===== config.mk =====
export PLATFORM = sky130hd
export DESIGN_NAME = fsd_status_bank
export DESIGN_NICKNAME = d
export VERILOG_FILES = /design/src/rtl/fsd_status_bank.v
export VERILOG_INCLUDE_DIRS = /design/src /design/src/rtl
export SDC_FILE = /design/constraint.sdc
export NUM_CORES = 1
export LEC_CHECK = 0
export BUFFER_PORTS_ARGS = -buffer_cell sky130_fd_sc_hd__buf_2
export CELL_PAD_IN_SITES_DETAIL_PLACEMENT = 0
export CELL_PAD_IN_SITES_GLOBAL_PLACEMENT = 1
export CORE_MARGIN = 2
export CORE_UTILIZATION = 51
export CTS_CLUSTER_DIAMETER = 40
export CTS_CLUSTER_SIZE = 10
export DETAILED_ROUTE_END_ITERATION = 10
export PLACE_DENSITY_LB_ADDON = 0.1
export SYNTH_ARGS = -nofsm -noshare
export SYNTH_HDL_FRONTEND = slang
export SYNTH_SLANG_ARGS = --single-unit

===== constraint.sdc =====
create_clock -name clk -period 3.5 [get_ports clk]
set_input_delay 0.7 -clock clk [delete_from_list [all_inputs] [get_ports clk]]
set_output_delay 0.7 -clock clk [all_outputs]
set_load 0.05 [all_outputs]

===== src/rtl/fsd_defs.vh =====
/*
 * Constants for the fail-safe diagnostic status bank: frame layout, register
 * addresses, field positions, reset values and counter limits.
 * Assumes a 16-bit serial frame, MSB first, sampled on the rising link clock.
 */
// How it works
// RULE_01: Reset pin stuck-high flag, clear on read.
// RULE_02: External reset flag, clear on read.
// RULE_03: Safe-output two-bit fault code, clear on read.
// RULE_04: Watchdog error count; six forces reset, clears.
// RULE_05: Good refresh count; seven decrements reset count.
// RULE_06: Reset error count readable, one after reset.
// RULE_07: I/O protocol failure flags, clear on read.
// RULE_08: Resistor string flag cleared only by reset.
// RULE_09: Enabled interrupt condition pulses interrupt pin low.
// RULE_10: Controller configures interrupt pulse during initialisation.
// RULE_11: Masked interrupt sources produce no pulse.
// RULE_12: Controller request over link produces pulse.
// RULE_13: Each I/O pin state change raises event.
// RULE_14: Each I/O pin wake-up raises event.
// RULE_15: Bus wake-up raises interrupt event.
// RULE_16: Transmit dominant, receive recessive raise events.
// RULE_17: Bus clamped dominant raises event.
// RULE_18: Secured link check failure raises event.
// RULE_19: Frame not sixteen clocks flags count error.
// RULE_20: Malformed, late init write, bad address flagged.
// RULE_21: Wrong frame parity flags parity error.
// RULE_22: Report pre-regulator buck or boost mode.
// RULE_23: Three watchdog registers refresh after their access.
// RULE_24: I/O summary is OR of four flags.
// RULE_25: Read frame: rw, address, parity, flags, data.
// RULE_26: Read-clear flags clear after being shifted out.
`ifndef FSD_DEFS_VH
`define FSD_DEFS_VH
`define FSD_FRAME_BITS    5'h10
`define FSD_RW_BIT        15
`define FSD_ADDR_HI       14
`define FSD_ADDR_LO       9
`define FSD_PAR_BIT       8
`define FSD_ADDR_ANSWER   6'h28
`define FSD_ADDR_INITWD   6'h2B
`define FSD_ADDR_DIAG1    6'h2C
`define FSD_ADDR_WDCNT    6'h2D
`define FSD_ADDR_DIAG2    6'h2E
`define FSD_ADDR_INTCFG   6'h30
`define FSD_ADDR_INTMASK  6'h31
`define FSD_ADDR_INTREQ   6'h32
`define FSD_ADDR_EVENTS   6'h33
`define FSD_WDERR_LIMIT   3'h6
`define FSD_REFRESH_LIMIT 3'h7
`define FSD_RSTERR_INIT   3'h1
`define FSD_PULSE_DEF     8'h10
`define FSD_MASK_DEF      8'h00
`define FSD_SAFE_NONE     2'h0
`endif


===== src/rtl/fsd_status_bank.v =====
/*
 * Fail-safe diagnostic status bank with a 16-bit serial slave and a low
 * interrupt pulse. Holds diagnostic flags, watchdog counters and I/O monitor
 * flags, checks each frame, and gathers events into masked interrupt pulses.
 * Assumes the serial pins and all fault inputs are asynchronous to clk and
 * that the link clock is far slower than clk (125 ns against 8 ns).
 */
`include "fsd_defs.vh"

module fsd_status_bank #(
    parameter PULSE_W = 8
)(
    // Clock, reset and enable.
    input  wire        clk,
    input  wire        rst,
    input  wire        ce,
    // Serial link pins.
    input  wire        sclk,
    input  wire        cs_n,
    input  wire        mosi,
    output reg         miso_reg,
    // Fault and event inputs, asynchronous levels.
    input  wire        reset_pin_short_high,
    input  wire        reset_pin_low_ext,
    input  wire        safe_pin_short_high,
    input  wire        safe_pin_short_low,
    input  wire        wd_bad_refresh,
    input  wire        wd_good_refresh,
    input  wire [2:0]  io_proto_fail,
    input  wire        io_rstring_fail,
    input  wire [5:0]  io_level,
    input  wire [5:0]  io_wakeup,
    input  wire        bus_wakeup,
    input  wire        txd_dominant,
    input  wire        rxd_recessive,
    input  wire        bus_dominant,
    input  wire        buck_mode,
    input  wire        init_phase,
    // Outputs.
    output reg         interrupt_pulse_pin_n_reg,
    output reg         wd_reset_req_reg
);

    localparam NI = 28;
    localparam ST_IDLE  = 3'b001;
    localparam ST_FRAME = 3'b010;
    localparam ST_END   = 3'b100;

    // Two-stage synchronisers; logic reads the second stage and a delayed copy of it for edges.
    reg [NI-1:0] s1_reg;
    reg [NI-1:0] s2_reg;
    wire [NI-1:0] raw = {init_phase, buck_mode, bus_dominant, rxd_recessive,
        txd_dominant, bus_wakeup, io_wakeup, io_level, io_rstring_fail,
        io_proto_fail, wd_good_refresh, wd_bad_refresh, safe_pin_short_low,
        safe_pin_short_high, reset_pin_low_ext, reset_pin_short_high};
    reg [2:0] ls1_reg;
    reg [2:0] ls2_reg;
    reg       sclk_d_reg;
    reg [NI-1:0] d_reg;

    always @(posedge clk)
    begin
        if (rst)
        begin
            s1_reg <= {NI{1'b0}};
            s2_reg <= {NI{1'b0}};
            d_reg <= {NI{1'b0}};
            ls1_reg <= 3'b010;
            ls2_reg <= 3'b010;
            sclk_d_reg <= 1'b0;
        end
        else if (ce)
        begin
            s1_reg <= raw;
            s2_reg <= s1_reg;
            d_reg <= s2_reg;
            ls1_reg <= {sclk, cs_n, mosi};
            ls2_reg <= ls1_reg;
            sclk_d_reg <= ls2_reg[2];
        end
    end

    wire sc = ls2_reg[2];
    wire csn = ls2_reg[1];
    wire sdi = ls2_reg[0];
    wire rise = sc & ~sclk_d_reg;
    wire fall = ~sc & sclk_d_reg;
    wire [NI-1:0] rise_ev = s2_reg & ~d_reg;
    wire [5:0] io_chg = s2_reg[15:10] ^ d_reg[15:10];
    wire in_init = s2_reg[27];

    // Even parity over the whole frame with the parity bit included.
    function par_ok;
        input [15:0] f;
        begin
            par_ok = ~^f;
        end
    endfunction

    // Diagnostic and counter state.
    reg       rst_hi_reg, rst_ext_reg, io_rs_reg;
    reg [1:0] safe_code_reg;
    reg [2:0] io_fail_reg;
    reg [2:0] wd_err_reg, wd_ref_reg, rst_err_reg;
    reg [7:0] snap_cnt_reg, snap_diag2_reg;
    reg       fs_clk_err_reg, fs_req_err_reg, fs_par_err_reg, fs_sec_err_reg;
    reg [7:0] int_mask_reg, pulse_len_reg, int_pend_reg;
    reg [7:0] pulse_cnt_reg;
    reg [2:0] state_reg;
    reg [4:0] bits_reg;
    reg [15:0] rx_reg, tx_reg;
    reg        int_req_reg;

    wire       io_summary = |io_fail_reg | io_rs_reg; // RULE_24
    wire [7:0] glob = {fs_clk_err_reg | fs_req_err_reg | fs_par_err_reg,
        1'b0, 1'b0, 1'b0, io_summary, 1'b0, 1'b0, 1'b0};
    wire [5:0] rx_addr = rx_reg[`FSD_ADDR_HI:`FSD_ADDR_LO];
    wire       rx_wr = rx_reg[`FSD_RW_BIT];
    wire       done = (state_reg == ST_END);
    wire       good_len = (bits_reg == `FSD_FRAME_BITS);
    wire       read_ok = done & good_len & ~rx_wr;

    // Answer byte; after seven link bits the address sits in the low six
    // bits of the shift register, so it is decoded from there.
    wire [5:0] hdr_addr = rx_reg[5:0]; // RULE_25
    reg [7:0]  rd_data;
    reg        legal;
    always @*
    begin
        rd_data = 8'h00;
        case (hdr_addr)
            `FSD_ADDR_DIAG1:   rd_data = {rst_ext_reg, rst_hi_reg, 1'b0,
                                          safe_code_reg, 3'b000};
            `FSD_ADDR_WDCNT:   rd_data = snap_cnt_reg;
            `FSD_ADDR_DIAG2:   rd_data = snap_diag2_reg;
            `FSD_ADDR_ANSWER:  rd_data = {7'h00, io_summary};
            `FSD_ADDR_INITWD:  rd_data = {fs_sec_err_reg, fs_clk_err_reg,
                                          fs_req_err_reg, fs_par_err_reg, 4'h0};
            `FSD_ADDR_INTCFG:  rd_data = pulse_len_reg;
            `FSD_ADDR_INTMASK: rd_data = int_mask_reg;
            `FSD_ADDR_EVENTS:  rd_data = int_pend_reg;
            default:           rd_data = 8'h00;
        endcase
    end

    // Legality of the whole frame, judged once chip select has risen.
    always @*
    begin
        legal = 1'b1;
        case (rx_addr)
            `FSD_ADDR_INTREQ:  legal = rx_wr;
            `FSD_ADDR_DIAG1, `FSD_ADDR_WDCNT, `FSD_ADDR_DIAG2, `FSD_ADDR_ANSWER,
            `FSD_ADDR_INITWD, `FSD_ADDR_INTCFG, `FSD_ADDR_INTMASK,
            `FSD_ADDR_EVENTS:  legal = 1'b1;
            default:           legal = 1'b0;
        endcase
        // Read-only diagnostic registers refuse writes.
        if (rx_wr && (rx_addr == `FSD_ADDR_DIAG1 || rx_addr == `FSD_ADDR_WDCNT
            || rx_addr == `FSD_ADDR_DIAG2 || rx_addr == `FSD_ADDR_EVENTS))
            legal = 1'b0;
        // Read frames must carry a zero data byte.
        if (!rx_wr && rx_reg[7:0] != 8'h00)
            legal = 1'b0;
        if (rx_wr && !in_init && (rx_addr == `FSD_ADDR_INTCFG
            || rx_addr == `FSD_ADDR_INITWD))
            legal = 1'b0;
    end

    // Frame engine; captures on the link rising edge, shifts out on falling.
    // A frame is judged once chip select rises, so counting errors cover both
    // short and long frames.
    always @(posedge clk)
    begin
        if (rst)
        begin
            state_reg <= ST_IDLE;
            bits_reg <= 5'h00;
            rx_reg <= 16'h0000;
            tx_reg <= 16'h0000;
            miso_reg <= 1'b0;
        end
        else if (ce)
        begin
            case (state_reg)
                ST_IDLE:
                begin
                    if (!csn)
                    begin
                        state_reg <= ST_FRAME;
                        bits_reg <= 5'h00;
                        tx_reg <= {glob, 8'h00};
                        miso_reg <= glob[7];
                    end
                end
                ST_FRAME:
                begin
                    if (csn)
                        state_reg <= ST_END;
                    else if (rise)
                    begin
                        rx_reg <= {rx_reg[14:0], sdi};
                        if (bits_reg != 5'h1F)
                            bits_reg <= bits_reg + 5'h01;
                        // Seven shifts are done, so the answer byte goes in
                        // where the next falling edge will pick up its MSB.
                        if (bits_reg == 5'h07)
                            tx_reg[14:7] <= rd_data; // RULE_25
                    end
                    else if (fall)
                    begin
                        tx_reg <= {tx_reg[14:0], 1'b0};
                        miso_reg <= tx_reg[14];
                    end
                end
                ST_END:
                    state_reg <= ST_IDLE;
                default:
                    state_reg <= ST_IDLE;
            endcase
        end
    end

    // Flags and counters; in each flag a new event wins over the clear.
    wire rd1 = read_ok & (rx_addr == `FSD_ADDR_DIAG1);
    wire rd2 = read_ok & (rx_addr == `FSD_ADDR_DIAG2);
    wire wd_hit = done & good_len & (rx_addr == `FSD_ADDR_ANSWER
        || rx_addr == `FSD_ADDR_WDCNT || rx_addr == `FSD_ADDR_DIAG2);
    wire wr_ok = done & good_len & rx_wr & legal & par_ok(rx_reg);

    always @(posedge clk)
    begin
        if (rst)
        begin
            rst_hi_reg <= 1'b0;
            rst_ext_reg <= 1'b0;
            safe_code_reg <= `FSD_SAFE_NONE;
            io_fail_reg <= 3'b000;
            io_rs_reg <= 1'b0;
            wd_err_reg <= 3'h0;
            wd_ref_reg <= 3'h0;
            rst_err_reg <= `FSD_RSTERR_INIT; // RULE_06
            wd_reset_req_reg <= 1'b0;
            snap_cnt_reg <= 8'h00;
            snap_diag2_reg <= 8'h00;
            fs_clk_err_reg <= 1'b0;
            fs_req_err_reg <= 1'b0;
            fs_par_err_reg <= 1'b0;
            fs_sec_err_reg <= 1'b0;
            int_mask_reg <= `FSD_MASK_DEF;
            pulse_len_reg <= `FSD_PULSE_DEF;
            int_req_reg <= 1'b0;
        end
        else if (ce)
        begin
            // Cleared only after the frame that shipped them has ended.
            rst_hi_reg <= s2_reg[0] | (rst_hi_reg & ~rd1); // RULE_01 RULE_26
            rst_ext_reg <= rise_ev[1] | (rst_ext_reg & ~rd1); // RULE_02
            if (s2_reg[2])
                safe_code_reg <= 2'b10; // RULE_03
            else if (s2_reg[3] && !safe_code_reg[1])
                safe_code_reg <= 2'b01;
            else if (rd1)
                safe_code_reg <= `FSD_SAFE_NONE;
            io_fail_reg <= s2_reg[8:6] | (io_fail_reg & {3{~rd2}}); // RULE_07
            io_rs_reg <= io_rs_reg | s2_reg[9]; // RULE_08
            wd_reset_req_reg <= 1'b0;
            if (rise_ev[4])
            begin
                if (wd_err_reg + 3'h1 == `FSD_WDERR_LIMIT)
                begin
                    wd_err_reg <= 3'h0; // RULE_04
                    wd_reset_req_reg <= 1'b1;
                end
                else
                    wd_err_reg <= wd_err_reg + 3'h1;
            end
            else if (rise_ev[5])
            begin
                if (wd_ref_reg + 3'h1 == `FSD_REFRESH_LIMIT)
                begin
                    wd_ref_reg <= 3'h0; // RULE_05
                    if (rst_err_reg != 3'h0)
                        rst_err_reg <= rst_err_reg - 3'h1;
                end
                else
                    wd_ref_reg <= wd_ref_reg + 3'h1;
            end
            if (wd_hit)
            begin
                snap_cnt_reg <= {wd_err_reg, 1'b0, wd_ref_reg, 1'b0}; // RULE_23
                snap_diag2_reg <= {rst_err_reg, 1'b0, io_fail_reg[2:1],
                                   io_rs_reg, io_fail_reg[0]};
            end
            if (done)
            begin
                fs_clk_err_reg <= fs_clk_err_reg | ~good_len; // RULE_19
                fs_par_err_reg <= fs_par_err_reg
                    | (good_len & ~par_ok(rx_reg)); // RULE_21
                fs_req_err_reg <= fs_req_err_reg | (good_len & ~legal); // RULE_20
                // Secured check: the low nibble of a request must mirror bits.
                fs_sec_err_reg <= fs_sec_err_reg | (wr_ok
                    & (rx_addr == `FSD_ADDR_INTREQ)
                    & (rx_reg[3:0] != {~rx_reg[5], ~rx_reg[4], rx_reg[7:6]}));
            end
            int_req_reg <= 1'b0;
            if (wr_ok && rx_addr == `FSD_ADDR_INTMASK)
                int_mask_reg <= rx_reg[7:0]; // RULE_11
            if (wr_ok && rx_addr == `FSD_ADDR_INTCFG)
                pulse_len_reg <= rx_reg[7:0]; // RULE_10
            if (wr_ok && rx_addr == `FSD_ADDR_INTREQ)
                int_req_reg <= 1'b1; // RULE_12
        end
    end

    // Event groups: io change, io wake, bus wake, txd, rxd, bus dominant,
    // secured error, buck/boost change.
    wire sec_rise = done & good_len & wr_ok & (rx_addr == `FSD_ADDR_INTREQ)
        & (rx_reg[3:0] != {~rx_reg[5], ~rx_reg[4], rx_reg[7:6]});
    wire [7:0] events = {s2_reg[26] ^ d_reg[26], // RULE_22
        sec_rise,                                // RULE_18
        rise_ev[25],                             // RULE_17
        rise_ev[24],                             // RULE_16
        rise_ev[23],
        rise_ev[22],                             // RULE_15
        |rise_ev[21:16],                         // RULE_14
        |io_chg};                                // RULE_13
    wire fire = |(events & ~int_mask_reg) | int_req_reg; // RULE_09

    // Pending list clears on read of the event register; an event wins.
    // A single counter times the low pulse; events during a pulse merge.
    always @(posedge clk)
    begin
        if (rst)
        begin
            int_pend_reg <= 8'h00;
            pulse_cnt_reg <= 8'h00;
            interrupt_pulse_pin_n_reg <= 1'b1;
        end
        else if (ce)
        begin
            int_pend_reg <= events | (int_pend_reg
                & ~{8{read_ok & (rx_addr == `FSD_ADDR_EVENTS)}});
            if (fire && pulse_cnt_reg == 8'h00)
            begin
                pulse_cnt_reg <= (pulse_len_reg == 8'h00) ? 8'h01 : pulse_len_reg;
                interrupt_pulse_pin_n_reg <= 1'b0;
            end
            else if (pulse_cnt_reg != 8'h00)
            begin
                pulse_cnt_reg <= pulse_cnt_reg - 8'h01;
                interrupt_pulse_pin_n_reg <= (pulse_cnt_reg == 8'h01);
            end
        end
    end

endmodule


# [Word-level counts from Yosys, hierarchy flattened]
# Index checks and enable logic that the tools add are counted.
[classes] magnitude_cmp=0 mul=0 shift=0 n_reduce_logical=46 div_mod_pow=0 bitwise_logic=54 n_mux=38 n_eq_ne=36 add_sub_neg=5
[op_table] cell="equality test 6 bit (second input constant)" n=17
[op_table] cell="case mux 8 bit (8 select lines)" n=1
[op_table] cell="two-way mux 8 bit" n=5
[op_table] cell="two-way mux 15 bit" n=2
[op_table] cell="case mux 15 bit (2 select lines)" n=1
[op_table] cell="bitwise AND 26 bit" n=1
[op_table] cell="NOT 26 bit" n=1
[op_table] cell="bitwise AND 1 bit" n=20
[op_table] cell="two-way mux 5 bit" n=4
[op_table] cell="AND reduction 6 bit" n=3
[op_table] cell="bitwise AND 8 bit" n=2
[op_table] cell="logical NOT 8 bit" n=2
[op_table] cell="two-way mux 16 bit" n=1
[op_table] cell="NOT 8 bit" n=2
[op_table] cell="nonzero test 8 bit" n=2
[op_table] cell="OR reduction 8 bit" n=2
[op_table] cell="XNOR reduction 16 bit" n=1
[op_table] cell="!= test 2 bit (second input constant)" n=7
[op_table] cell="AND reduction 2 bit" n=7
[op_table] cell="two-way mux 1 bit" n=12
[op_table] cell="two-way mux 3 bit" n=4
[op_table] cell="NOT 1 bit" n=12
[op_table] cell="OR reduction 6 bit" n=2
[op_table] cell="bitwise OR 1 bit" n=11
[op_table] cell="32 further kinds" n=57
[word_totals] latchBits=0 register_bits=199 mem_count=0 elab_cells=212 out_inout_bits=3 ramBits=0 mem_bits_ro=0

# [Logic depth before layout (Yosys ltp)]
# Gate-level depths: netlist of run 1.
[logic_depth] depth_word=19 depth_mapped=9

# [Worst setup path after synthesis of run 1]
# Ideal clock, no wire load.
[synth_path] path_kind="register to register" from="reg rx_reg[0]" to="reg pulse_cnt_reg[1]" path_slack_ps=1275 path_stages_with_launch=9 setup_time_ps=133 path_buffers=0 arrival_time_ps=2092 cell_sequence="dfxtp_1 > inv_1 > ha_1 > xor2_1 > xnor2_1 > xnor3_2 > nand3_1 > a2111oi_0 > nor3_1"
[synth_between] elab_chain_len=15 elab_cells_between_ends=18 cone_classes="eq/ne: 1; mux: 3; bitwise: 7; reduce/logical: 7"
[synth_rtl] item="from (decl)" line="fsd_status_bank.v:111" rtl="reg [15:0] rx_reg, tx_reg;"
[synth_rtl] item="from (signal assigned)" line="fsd_status_bank.v:201" rtl="rx_reg <= {rx_reg[14:0], sdi};"
[synth_rtl] item="nonzero test 8 bit" line="fsd_status_bank.v:162" rtl="if (!rx_wr && rx_reg[7:0] != 8'h00)"
[synth_rtl] item="logical AND 1 bit" line="fsd_status_bank.v:162"
[synth_rtl] item="two-way mux 1 bit" line="fsd_status_bank.v:162"
[synth_rtl] item="two-way mux 1 bit" line="fsd_status_bank.v:164" rtl="if (rx_wr && !in_init && (rx_addr == `FSD_ADDR_INTCFG"
[synth_rtl] item="bitwise AND 1 bit (2 in series)" line="fsd_status_bank.v:228" rtl="wire wr_ok = done & good_len & rx_wr & legal & par_ok(rx_reg);"
[synth_rtl] item="bitwise AND 1 bit (2 in series)" line="fsd_status_bank.v:317" rtl="wire sec_rise = done & good_len & wr_ok & (rx_addr == `FSD_ADDR_INTREQ)"
[synth_rtl] item="bitwise AND 1 bit (*)" line="fsd_status_bank.v:317"
[synth_rtl] item="bitwise AND 8 bit (*)" line="fsd_status_bank.v:327" rtl="wire fire = |(events & ~int_mask_reg) | int_req_reg;"
[synth_rtl] item="OR reduction 8 bit (*)" line="fsd_status_bank.v:327"
[synth_rtl] item="bitwise OR 1 bit (*)" line="fsd_status_bank.v:327"
[synth_rtl] item="logical AND 1 bit (*)" line="fsd_status_bank.v:343" rtl="if (fire && pulse_cnt_reg == 8'h00)"
[synth_rtl] item="nonzero test 2 bit (no line)"
[synth_rtl] item="AND reduction 2 bit (no line)"
[synth_rtl] item="to (signal assigned)" line="fsd_status_bank.v:345" rtl="pulse_cnt_reg <= (pulse_len_reg == 8'h00) ? 8'h01 : pulse_len_reg;"
[synth_rtl] item="to (signal assigned)" line="fsd_status_bank.v:350" rtl="pulse_cnt_reg <= pulse_cnt_reg - 8'h01;"
[synth_rtl] item="to (decl)" line="fsd_status_bank.v:108" rtl="reg [7:0] pulse_cnt_reg;"
# Every way passes the cells marked *; elsewhere a longest branch is shown, timed or not.
# A chain may end at the register's enable or synchronous reset.

# [Worst setup path in the final report of run 1]
[layout_path] from="reg rx_reg[0]" to="reg int_mask_reg[6]"
[layout_between] elab_chain_len=8 elab_cells_between_ends=9 cone_classes="mux: 2; bitwise: 2; reduce/logical: 5"
[layout_rtl] item="nonzero test 8 bit" line="fsd_status_bank.v:162"
[layout_rtl] item="logical AND 1 bit" line="fsd_status_bank.v:162"
[layout_rtl] item="two-way mux 1 bit" line="fsd_status_bank.v:162"
[layout_rtl] item="two-way mux 1 bit" line="fsd_status_bank.v:164"
[layout_rtl] item="bitwise AND 1 bit" line="fsd_status_bank.v:228"
[layout_rtl] item="bitwise AND 1 bit (*)" line="fsd_status_bank.v:228"
[layout_rtl] item="logical AND 1 bit (no line) (*)"
[layout_rtl] item="AND reduction 2 bit (no line) (*)"
[layout_rtl] item="to (signal assigned)" line="fsd_status_bank.v:249" rtl="int_mask_reg <= `FSD_MASK_DEF;"
[layout_rtl] item="to (signal assigned)" line="fsd_status_bank.v:307" rtl="int_mask_reg <= rx_reg[7:0];"
[layout_rtl] item="to (decl)" line="fsd_status_bank.v:107" rtl="reg [7:0] int_mask_reg, pulse_len_reg, int_pend_reg;"
# Marked as above.

==> metrics, run 1 <==
ys async rst share=0%; Initial DRC Count=462; wire per inst=16.53 microns; warnings from Yosys=0; Sink Count=between 150 and 200; CTS Buffer Depth=2; Leak=3.878 nW; Synth Net Count=~1000; most frequent cells after synthesis=dfxtp_1, nor2_1, mux2i_1, nand2_1, a21oi_1; number of setup buffers added after CTS=0; peak supply drop=0.3896 mV; GPL Wtd Cong=0.8136; root buffer cell=clkbuf_16; Synth area leaders=dfxtp_1, mux2i_1, nor2_1; worst-margin pin slew=0.9100 ns; Critical R2R Launch=rx_reg[0]; CTS tree=built; final std cell area, no fill=0.009245 sq mm; Peak Freq=359.4 MHz; All-Layer GR Usage=23.02%; Die X=roughly 130 microns; CP Launch Point=rx_reg[0]; fill count=1510; clk_lat worst skew=0.43 ns; DPL Wire Length=around 14 mm; Layout Nets=998; Max Clock Skew=about 0.012 ns; depth of the CTS H-tree=4; cell area after synthesis=between 0.008 and 0.009 sq mm; Final Hold Viols=0; WP data required=3.79 ns; Power Dens Cells=505.3 mW/mm^2; Startpoint Class=flip-flop; # hold bufs at CTS=0; Pre-antenna DRT Iters=5; post_cts resized=0; critical path type=reg2reg; # rows=47; Power, Total=about 0.0047 W; most frequent cell after synthesis=dfxtp_1; Worst-path clk slew=0.07 ns; layout cells sized above 1=10.19%; Top FF cell, synth=dfxtp_1; sequential area share after synthesis=43.94%; MaxCap Viol Count=0; Hold Slack=0.4509 ns; FF+latch count, synth=around 190; Period minus WS final=~2.8 ns; Slew Limit Fails=0; Setup violations, final=0; first-pass GRT wire length=between 30 and 40 mm; global route overflow=0; synthesized area per cell=slightly above 9 sq um; EDFF count, synth=0; initial antenna violation count=0; die height=132.6 microns; Yosys cell types=just under 70; HP Class=reg2reg; largest net degree at the start of global routing=70; worst-path fanout max=8; Residual DRC=0; Area Growth Syn to Fin=9.678%; Ports=37; Crit. End Element=flip-flop; Gate Count Post-Synth=around 930; status=finished, final reports clean; vias in the first global route=6283; post-synth top area cell=dfxtp_1; Initial Util=51.56%; vias=between 6000 and 7000; relative slew slack=between 30% and 40%; Num CTS Buffers=17; PortBufs=36; RSZ-0062 raised after global routing=no; DR vias/cell=5.578; cell area after placement=0.008676 sq mm; diodes inserted=0; Tcrit/Tclk final=79.49%; share of the synthesized area in the top cell type=43.94%; die area=0.01757 sq mm; setup TNS=0 ns; drt total wl=19.37 mm; Worst Path Arrival=just over 3 ns; post-route ant nets=0; hold wc startpoint=fs_sec_err_reg; core area=0.01635 sq mm
-- per-layer routing --
metal  share of wire, %  wire, microns  up-vias  GRT usage, %
met2                 47           9067      130         37.48
met5                  0              0        -             0
li1                   -              -     3257             -
met1                 47           9174     3119         30.92
met4                2.4            460        0         8.483
met3                3.5            672       32         3.716
-- worst max-delay path: stages, from the launching register on --
cell and delay (ns):
dfxtp_1 0.52, inv_1 0.11, ha_1 0.32, xor2_1 0.17
xnor2_1 0.20, xnor3_2 0.51, nand4bb_1 0.50, mux2i_1 0.26
nor2_1 0.06
-- layout make-up --
cell class / instances / area, sq um / area share, %
inverter: 32 / 120.1 / 1.299
clock buffer: 18 / 439.2 / 4.750
timing repair buffer: 45 / 256.5 / 2.774
sequential: 185 / 3704 / 40.06
multi-input combinational: 659 / 4320 / 46.73
tap: 220 / 275.3 / 2.977
clock inverter: 13 / 130.1 / 1.407
-- stage by stage --
stage / util [%] / instances / setup slack [ns]
after global routing: 56.55 / 1172 / 0.5627
final: 56.55 / 1172 / 0.7178
after detailed placement: 53.07 / 1141 / 0.7649
after CTS: 56.55 / 1172 / 0.7581
after floorplan: - / 929 / 1.275
after global placement: 53.07 / 1141 / 0.8703
-- cell usage in the layout, fill, tap and decap left out, drive strengths merged, types with 4 or more instances in the layout --
cell type,instances
a211oi,4
o21ai,17
nor4,8
dfxtp,185
and3,11
nand2,80
a32oi,5
nand3,12
nor2,158
nor2b,14
a21oi,58
a31oi,15
nand2b,8
buf,45
a22oi,22
and2,4
ha,24
or3,4
xor2,13
nor3,21
nor3b,8
clkbuf,18
a222oi,4
xnor2,13
clkinv,5
mux2i,113
inv,37
nand4,5
-- final timing paths --
path	cells past startpoint	to	slack (ns)
setup / recovery	8	int_mask_reg[6]	0.72
hold / removal	2	fs_sec_err_reg	0.45
setup reg to reg	8	int_mask_reg[6]	0.72
hold reg to reg	2	fs_sec_err_reg	0.45
-- cell families after synthesis --
logic type                 after synthesis  synth area share, %
xor gates and xnor gates                27                3.073
buffers and inverters                   85                4.809
and+or+nand+nor                        348                19.73
AOI/OAI and AO/OA                      146                11.34
muxes                                  114                13.55
adders and majority gates               24                3.562
DFF                                    185                43.94
-- power breakdown --
part | switching [W] | internal, W
logic | 0.000348 | 0.000222
registers | 0.0000750 | 0.00219
clock network | 0.000883 | 0.000956
total | 0.00131 | 0.00337
Power figures use the tool's default switching activity.
==> run 2, diff against run 1 <==
--- a/config.mk
+++ b/config.mk
@@ -10,7 +10,7 @@
 export CELL_PAD_IN_SITES_DETAIL_PLACEMENT = 0
 export CELL_PAD_IN_SITES_GLOBAL_PLACEMENT = 1
 export CORE_MARGIN = 2
-export CORE_UTILIZATION = 51
+export CORE_UTILIZATION = 48
 export CTS_CLUSTER_DIAMETER = 40
 export CTS_CLUSTER_SIZE = 10
 export DETAILED_ROUTE_END_ITERATION = 10
==> constraint.sdc (replaced) <==
create_clock -name clk -period 2.9 [get_ports clk]
set_input_delay 0.58 -clock clk [delete_from_list [all_inputs] [get_ports clk]]
set_output_delay 0.58 -clock clk [all_outputs]
set_load 0.05 [all_outputs]
==> metrics, run 2 (synthesized netlist as in run 1, its figures left out) <==
Worst Path Arrival=3.06 ns (-0.02 ns); sw frac=28.05% (+0.091 points); Peak Freq=368.0 MHz (+2.4%); Pre-antenna DRT Iters=5 (unchanged); combinational fraction of design power=12.1% (about the same); commonest non-fill, non-tap cells in the layout=dfxtp_1, nor2_1, mux2i_1; Num CTS Buffers=17 (unchanged); Ports=37 (unchanged); wire per inst=16.28 microns (-1.5%); critical path type=reg2reg; MaxCap Viol Count=0 (unchanged); Final Hold Viols=0 (unchanged); worst-path fanout max=8 (unchanged); All-Layer GR Usage=21.52% (-1.5 points); number of setup buffers added after CTS=0 (unchanged); Hold Path Cell Cnt=3 (+1); reg2reg end=pulse_len_reg[2]; Worst-path clk slew=0.07 ns (about the same); Startpoint Class=flip-flop; die area=0.01864 sq mm (+6.1%); Residual DRC=0 (unchanged); worst-margin pin slew=0.9133 ns (+0.003336 ns); clk_lat worst skew=0.43 ns (about the same); Period minus WS final=2.718 ns (-0.06467 ns); Die X=136.5 microns (+3.0%); Setup violations, final=0 (unchanged); status=finished, final reports clean; depth of the CTS H-tree=4 (unchanged); layout cells sized above 1=10.38% (+0.19 points); commonest non-fill, non-tap cell in the layout=dfxtp_1; Sink Count=185 (unchanged); DPL Wire Length=13.60 mm (-0.79%); CP top delay family=XOR/XNOR gates; Area Growth Syn to Fin=10.33%; Initial DRC Count=421 (-8.9%); drt total wl=19.19 mm (-0.94%); core area=0.01724 sq mm (+5.4%); post-route ant nets=0 (unchanged); die height=136.5 microns (+3.0%); WP data required=3.25 ns (-0.54 ns); PortBufs=36 (unchanged); HP Class=in2reg; vias in the first global route=6015 (-4.3%); diodes inserted=0 (unchanged); Critical path buffers and inverters=1 (unchanged); Layout Nets=1000 (+0.20%); CTS Buffer Depth=2 (unchanged); root buffer cell=clkbuf_16; Worst path max stage delay=0.48 ns (-0.04 ns); initial antenna violation count=0 (unchanged); Initial Util=48.90% (-2.7 points); Power Dens Cells=619.2 mW/mm^2 (+23%); relative slew slack=39.11% (-0.22 points); CP Cell Sequence=inv_1 -> ha_1 -> xor2_1 -> xnor2_1 -> xnor3_2 -> and2_4 -> nand4b_1 -> mux2i_1; multi-input combinational cell area=0.004320 sq mm (unchanged); DR vias/cell=5.455 (-2.2%); largest net degree at the start of global routing=91 (+30%); GPL Wtd Cong=0.8643 (+6.2%); Crit. End Element=flip-flop; Tcrit/Tclk final=93.71% (+14 points); vias=6432 (-1.6%); Leak=3.907 nW (+0.75%); Sequential Power Share=47.4% (-1.0 points); fill count=1578 (+4.5%); Critical R2R Launch=rx_reg[0]; Reg2Reg Setup Slack=0.18 ns (-0.54 ns); Slew Limit Fails=0 (unchanged); P_int=0.004144 W (+23%); hold wc startpoint=cs_n; RSZ-0062 raised after global routing=no; # rows=48 (+2.1%); first-pass GRT wire length=31.12 mm (-3.8%); global route overflow=0 (unchanged); Hold Slack=0.3642 ns (-0.08662 ns); CTS tree=built; end of the worst hold path=ls1_reg[1]; peak supply drop=0.5169 mV (+33%); register area=0.003704 sq mm (unchanged); setup TNS=0 ns (unchanged); # hold bufs at CTS=0 (unchanged); post_cts resized=0 (unchanged); clock network power share=40.4% (+1.0 points); Power, Total=0.005759 W (+23%); Max Clock Skew=0.007581 ns (-0.004144 ns); worst reg2reg path depth=8 (unchanged); Psw=0.001615 W (+24%); Crit-path slowest cell=dfxtp_1
==> run 2: cell count changes in the layout (fill, tap and decap cells not counted), sizes merged <==
| cell | before | now |
|---|---|---|
| clkinvlp | 3 | 1 |
| buf | 45 | 47 |
| clkbuf | 18 | 17 |
| bufinv | 0 | 1 |
| clkinv | 5 | 6 |
| inv | 37 | 38 |
==> run 2: worst max path at each step <==
stage                     slack [ns]                to      start  cells after the start
after global placement          0.32  pulse_len_reg[6]  rx_reg[0]                      8
after floorplan                 0.68  pulse_cnt_reg[1]  rx_reg[0]                      8
final                           0.18  pulse_len_reg[2]  rx_reg[0]                      8
after detailed placement        0.27  pulse_len_reg[2]  rx_reg[0]                      8
after CTS                       0.19  pulse_len_reg[2]  rx_reg[0]                      8
after global routing            0.03  pulse_len_reg[3]  rx_reg[0]                      8
==> run 2: worst min-delay path, cell delays in order <==
cell and delay, ns:
buf_2 0.08, mux2i_1 0.06, nand2_1 0.05
==> run 2: stage by stage <==
step / std cells / worst slack [ns] / instance area [sq um] / util, %
final: 1179 / 0.1824 / 9300 / 53.96
after global routing: 1179 / 0.02634 / 9300 / 53.96
after CTS: 1179 / 0.1903 / 9300 / 53.96
after detailed placement: 1148 / 0.2674 / 8697 / 50.46
after global placement: 1148 / 0.3168 / 8697 / 50.46
after floorplan: 929 / 0.6750 / 8429 / -
==> run 2: metal layers <==
layer / vias to the layer above / routed length [microns] / global-route usage, %
met5: - / 0 / 0
met4: 0 / 317 / 6.134
met3: 20 / 782 / 4.630
met2: 145 / 9048 / 35.17
met1: 3013 / 9043 / 28.67
li1: 3254 / - / -
==> run 2: power groups by stage <==
stage               Sequential, W  Combinational (W)  Clock, W
floorplan                 0.00277           0.000528         0
global placement          0.00278           0.000658         0
detailed placement        0.00279           0.000683         0
CTS                       0.00273           0.000692   0.00239
global route              0.00275           0.000774   0.00251
finish                    0.00273           0.000699   0.00233
==> run 2: final cells by class <==
class / count / share of cell area [%]
multi-input combinational: 659 / 46.45
sequential: 185 / 39.82
clock buffer: 17 / 4.574
tap: 225 / 3.027
timing repair buffer: 47 / 2.919
clock inverter: 14 / 1.910
inverter: 32 / 1.292
==> run 3, diff against run 2 <==
--- a/config.mk
+++ b/config.mk
@@ -7,14 +7,13 @@
 export NUM_CORES = 1
 export LEC_CHECK = 0
 export BUFFER_PORTS_ARGS = -buffer_cell sky130_fd_sc_hd__buf_2
-export CELL_PAD_IN_SITES_DETAIL_PLACEMENT = 0
-export CELL_PAD_IN_SITES_GLOBAL_PLACEMENT = 1
 export CORE_MARGIN = 2
-export CORE_UTILIZATION = 48
+export CORE_UTILIZATION = 55
 export CTS_CLUSTER_DIAMETER = 40
 export CTS_CLUSTER_SIZE = 10
 export DETAILED_ROUTE_END_ITERATION = 10
-export PLACE_DENSITY_LB_ADDON = 0.1
+export MAX_ROUTING_LAYER = met4
+export PLACE_DENSITY = 0.72
 export SYNTH_ARGS = -nofsm -noshare
 export SYNTH_HDL_FRONTEND = slang
 export SYNTH_SLANG_ARGS = --single-unit
==> metrics, run 3 (synthesized netlist as in run 1, its figures left out) <==
status=finished, final reports clean; CP Cell Sequence=inv_1 -> ha_1 -> xor2_1 -> xnor2_1 -> xnor3_2 -> nand4bb_1 -> buf_4 -> mux2i_1 -> nor2_1; layout cells sized above 1=10.19% (-0.19 points); PortBufs=36 (unchanged); # hold bufs at CTS=0 (unchanged); critical path type=reg2reg; Power Dens Cells=620.5 mW/mm^2 (+0.21%); Pre-antenna DRT Iters=5 (unchanged); sw frac=27.78% (-0.27 points); Worst Path Arrival=2.87 ns (-0.19 ns); WP data required=3.19 ns (-0.06 ns); number of setup buffers added after CTS=0 (unchanged); Residual DRC=0 (unchanged); Setup violations, final=0 (unchanged); MaxCap Viol Count=0 (unchanged); DPL Wire Length=12.04 mm (-11%); register area=0.003704 sq mm (unchanged); first-pass GRT wire length=29.75 mm (-4.4%); GPL Wtd Cong=0.8635 (about the same); worst-path fanout max=8 (unchanged); CP top delay family=XOR/XNOR gates; Startpoint Class=flip-flop; Sink Count=185 (unchanged); Final Hold Viols=0 (unchanged); worst-margin pin slew=0.9159 ns (+0.002633 ns); Die X=127.8 microns (-6.4%); Tcrit/Tclk final=89.06% (-4.7 points); Psw=0.001594 W (-1.3%); post_cts resized=0 (unchanged); Ports=37 (unchanged); diodes inserted=0 (unchanged); wire per inst=15.67 microns (-3.8%); Num CTS Buffers=17 (unchanged); root buffer cell=clkbuf_16; Sequential Power Share=47.6% (+0.2 points); core area=0.01509 sq mm (-12%); fill count=1307 (-17%); combinational fraction of design power=11.8% (-0.3 points); Area Growth Syn to Fin=9.663%; Max Clock Skew=0.009512 ns (+0.001931 ns); die height=127.8 microns (-6.4%); Peak Freq=387.2 MHz (+5.2%); relative slew slack=38.94% (-0.18 points); clock network power share=40.7% (+0.3 points); RSZ-0062 raised after global routing=no; Layout Nets=997 (-0.30%); post-route ant nets=0 (unchanged); vias in the first global route=5859 (-2.6%); vias=6479 (+0.73%); die area=0.01633 sq mm (-12%); initial antenna violation count=0 (unchanged); DR vias/cell=5.683 (+4.2%); CTS tree=built; commonest non-fill, non-tap cell in the layout=dfxtp_1; global route overflow=0 (unchanged); # rows=45 (-6.3%); drt total wl=17.86 mm (-6.9%); Crit-path slowest cell=dfxtp_1; commonest non-fill, non-tap cells in the layout=dfxtp_1, nor2_1, mux2i_1; multi-input combinational cell area=0.004320 sq mm (unchanged); Crit. End Element=flip-flop; Worst path max stage delay=0.50 ns (+0.02 ns); HP Class=in2reg; Period minus WS final=2.583 ns (-0.1349 ns); depth of the CTS H-tree=4 (unchanged); clk_lat worst skew=0.44 ns (about the same); CTS Buffer Depth=2 (unchanged); Leak=3.899 nW (-0.22%); Slew Limit Fails=0 (unchanged); Initial DRC Count=604 (+43%); fin util=61.26% (+7.3 points); Worst-path clk slew=0.07 ns (about the same); Initial Util=55.86% (+7.0 points); P_int=0.004143 W (about the same); Critical path buffers and inverters=2 (+1); peak supply drop=0.4780 mV (-7.5%); All-Layer GR Usage=23.65% (+2.1 points); largest net degree at the start of global routing=173 (+90%); setup TNS=0 ns (unchanged)
-- run 3: cell count changes in the layout (fill, tap and decap cells not counted), sizes merged --
cell and change:
buf -3, inv +1
-- run 3: stage by stage --
| step | area [sq um] | total power, W | worst slack (ns) | std cells | hold WS [ns] |
|---|---|---|---|---|---|
| after floorplan | 8429 | 0.003300 | 0.6750 | 929 | 0.4233 |
| after global placement | 8641 | 0.003443 | 0.4050 | 1108 | 0.4331 |
| after detailed placement | 8641 | 0.003453 | 0.4062 | 1108 | 0.4401 |
| after CTS | 9244 | 0.005786 | 0.3389 | 1140 | 0.3518 |
| after global routing | 9244 | 0.005993 | 0.08201 | 1140 | 0.3577 |
| final | 9244 | 0.005736 | 0.3173 | 1140 | 0.3660 |
-- run 3: metal layers --
metal  GRT usage, %  vias to the layer above  wire length (microns)
li1               -                     3251                      -
met1          31.59                     3043                   8505
met2          35.48                      160                   8154
met3          6.219                       25                    926
met4          6.917                        0                    273
met5              -                        -                      0
-- run 3: worst paths after layout --
check / startpoint / to / slack [ns] / cells past startpoint
worst max register to register: rx_reg[0] / int_mask_reg[4] / 0.32 / 9
worst max-delay path: rx_reg[0] / int_mask_reg[4] / 0.32 / 9
worst min-delay path: cs_n / ls1_reg[1] / 0.37 / 3
worst min register to register: tx_reg[9] / tx_reg[9] / 0.45 / 2
-- run 3: final cells by class --
| type | instances | share of cell area, % |
|---|---|---|
| multi-input cells | 659 | 46.74 |
| flip-flops and latches | 185 | 40.06 |
| clock buffers | 17 | 4.602 |
| well taps | 188 | 2.545 |
| repair buffers | 44 | 2.829 |
| clock inverters | 15 | 1.922 |
| inverters | 32 | 1.299 |
-- run 3: power by group through the flow --
| stage | Clock, W | Combinational (W) | Sequential [W] |
|---|---|---|---|
| global placement | 0 | 0.000659 | 0.00278 |
| CTS | 0.00239 | 0.000671 | 0.00273 |
| floorplan | 0 | 0.000528 | 0.00277 |
| finish | 0.00233 | 0.000675 | 0.00273 |
| detailed placement | 0 | 0.000667 | 0.00279 |
| global route | 0.00250 | 0.000755 | 0.00274 |
-- run 3: worst reg2reg max path: stages, from the launching register on --
cell and delay (ns):
dfxtp_1 0.50, inv_1 0.11, ha_1 0.35, xor2_1 0.21, xnor2_1 0.15, xnor3_2 0.50, nand4bb_1 0.15, buf_4 0.21
mux2i_1 0.20, nor2_1 0.05
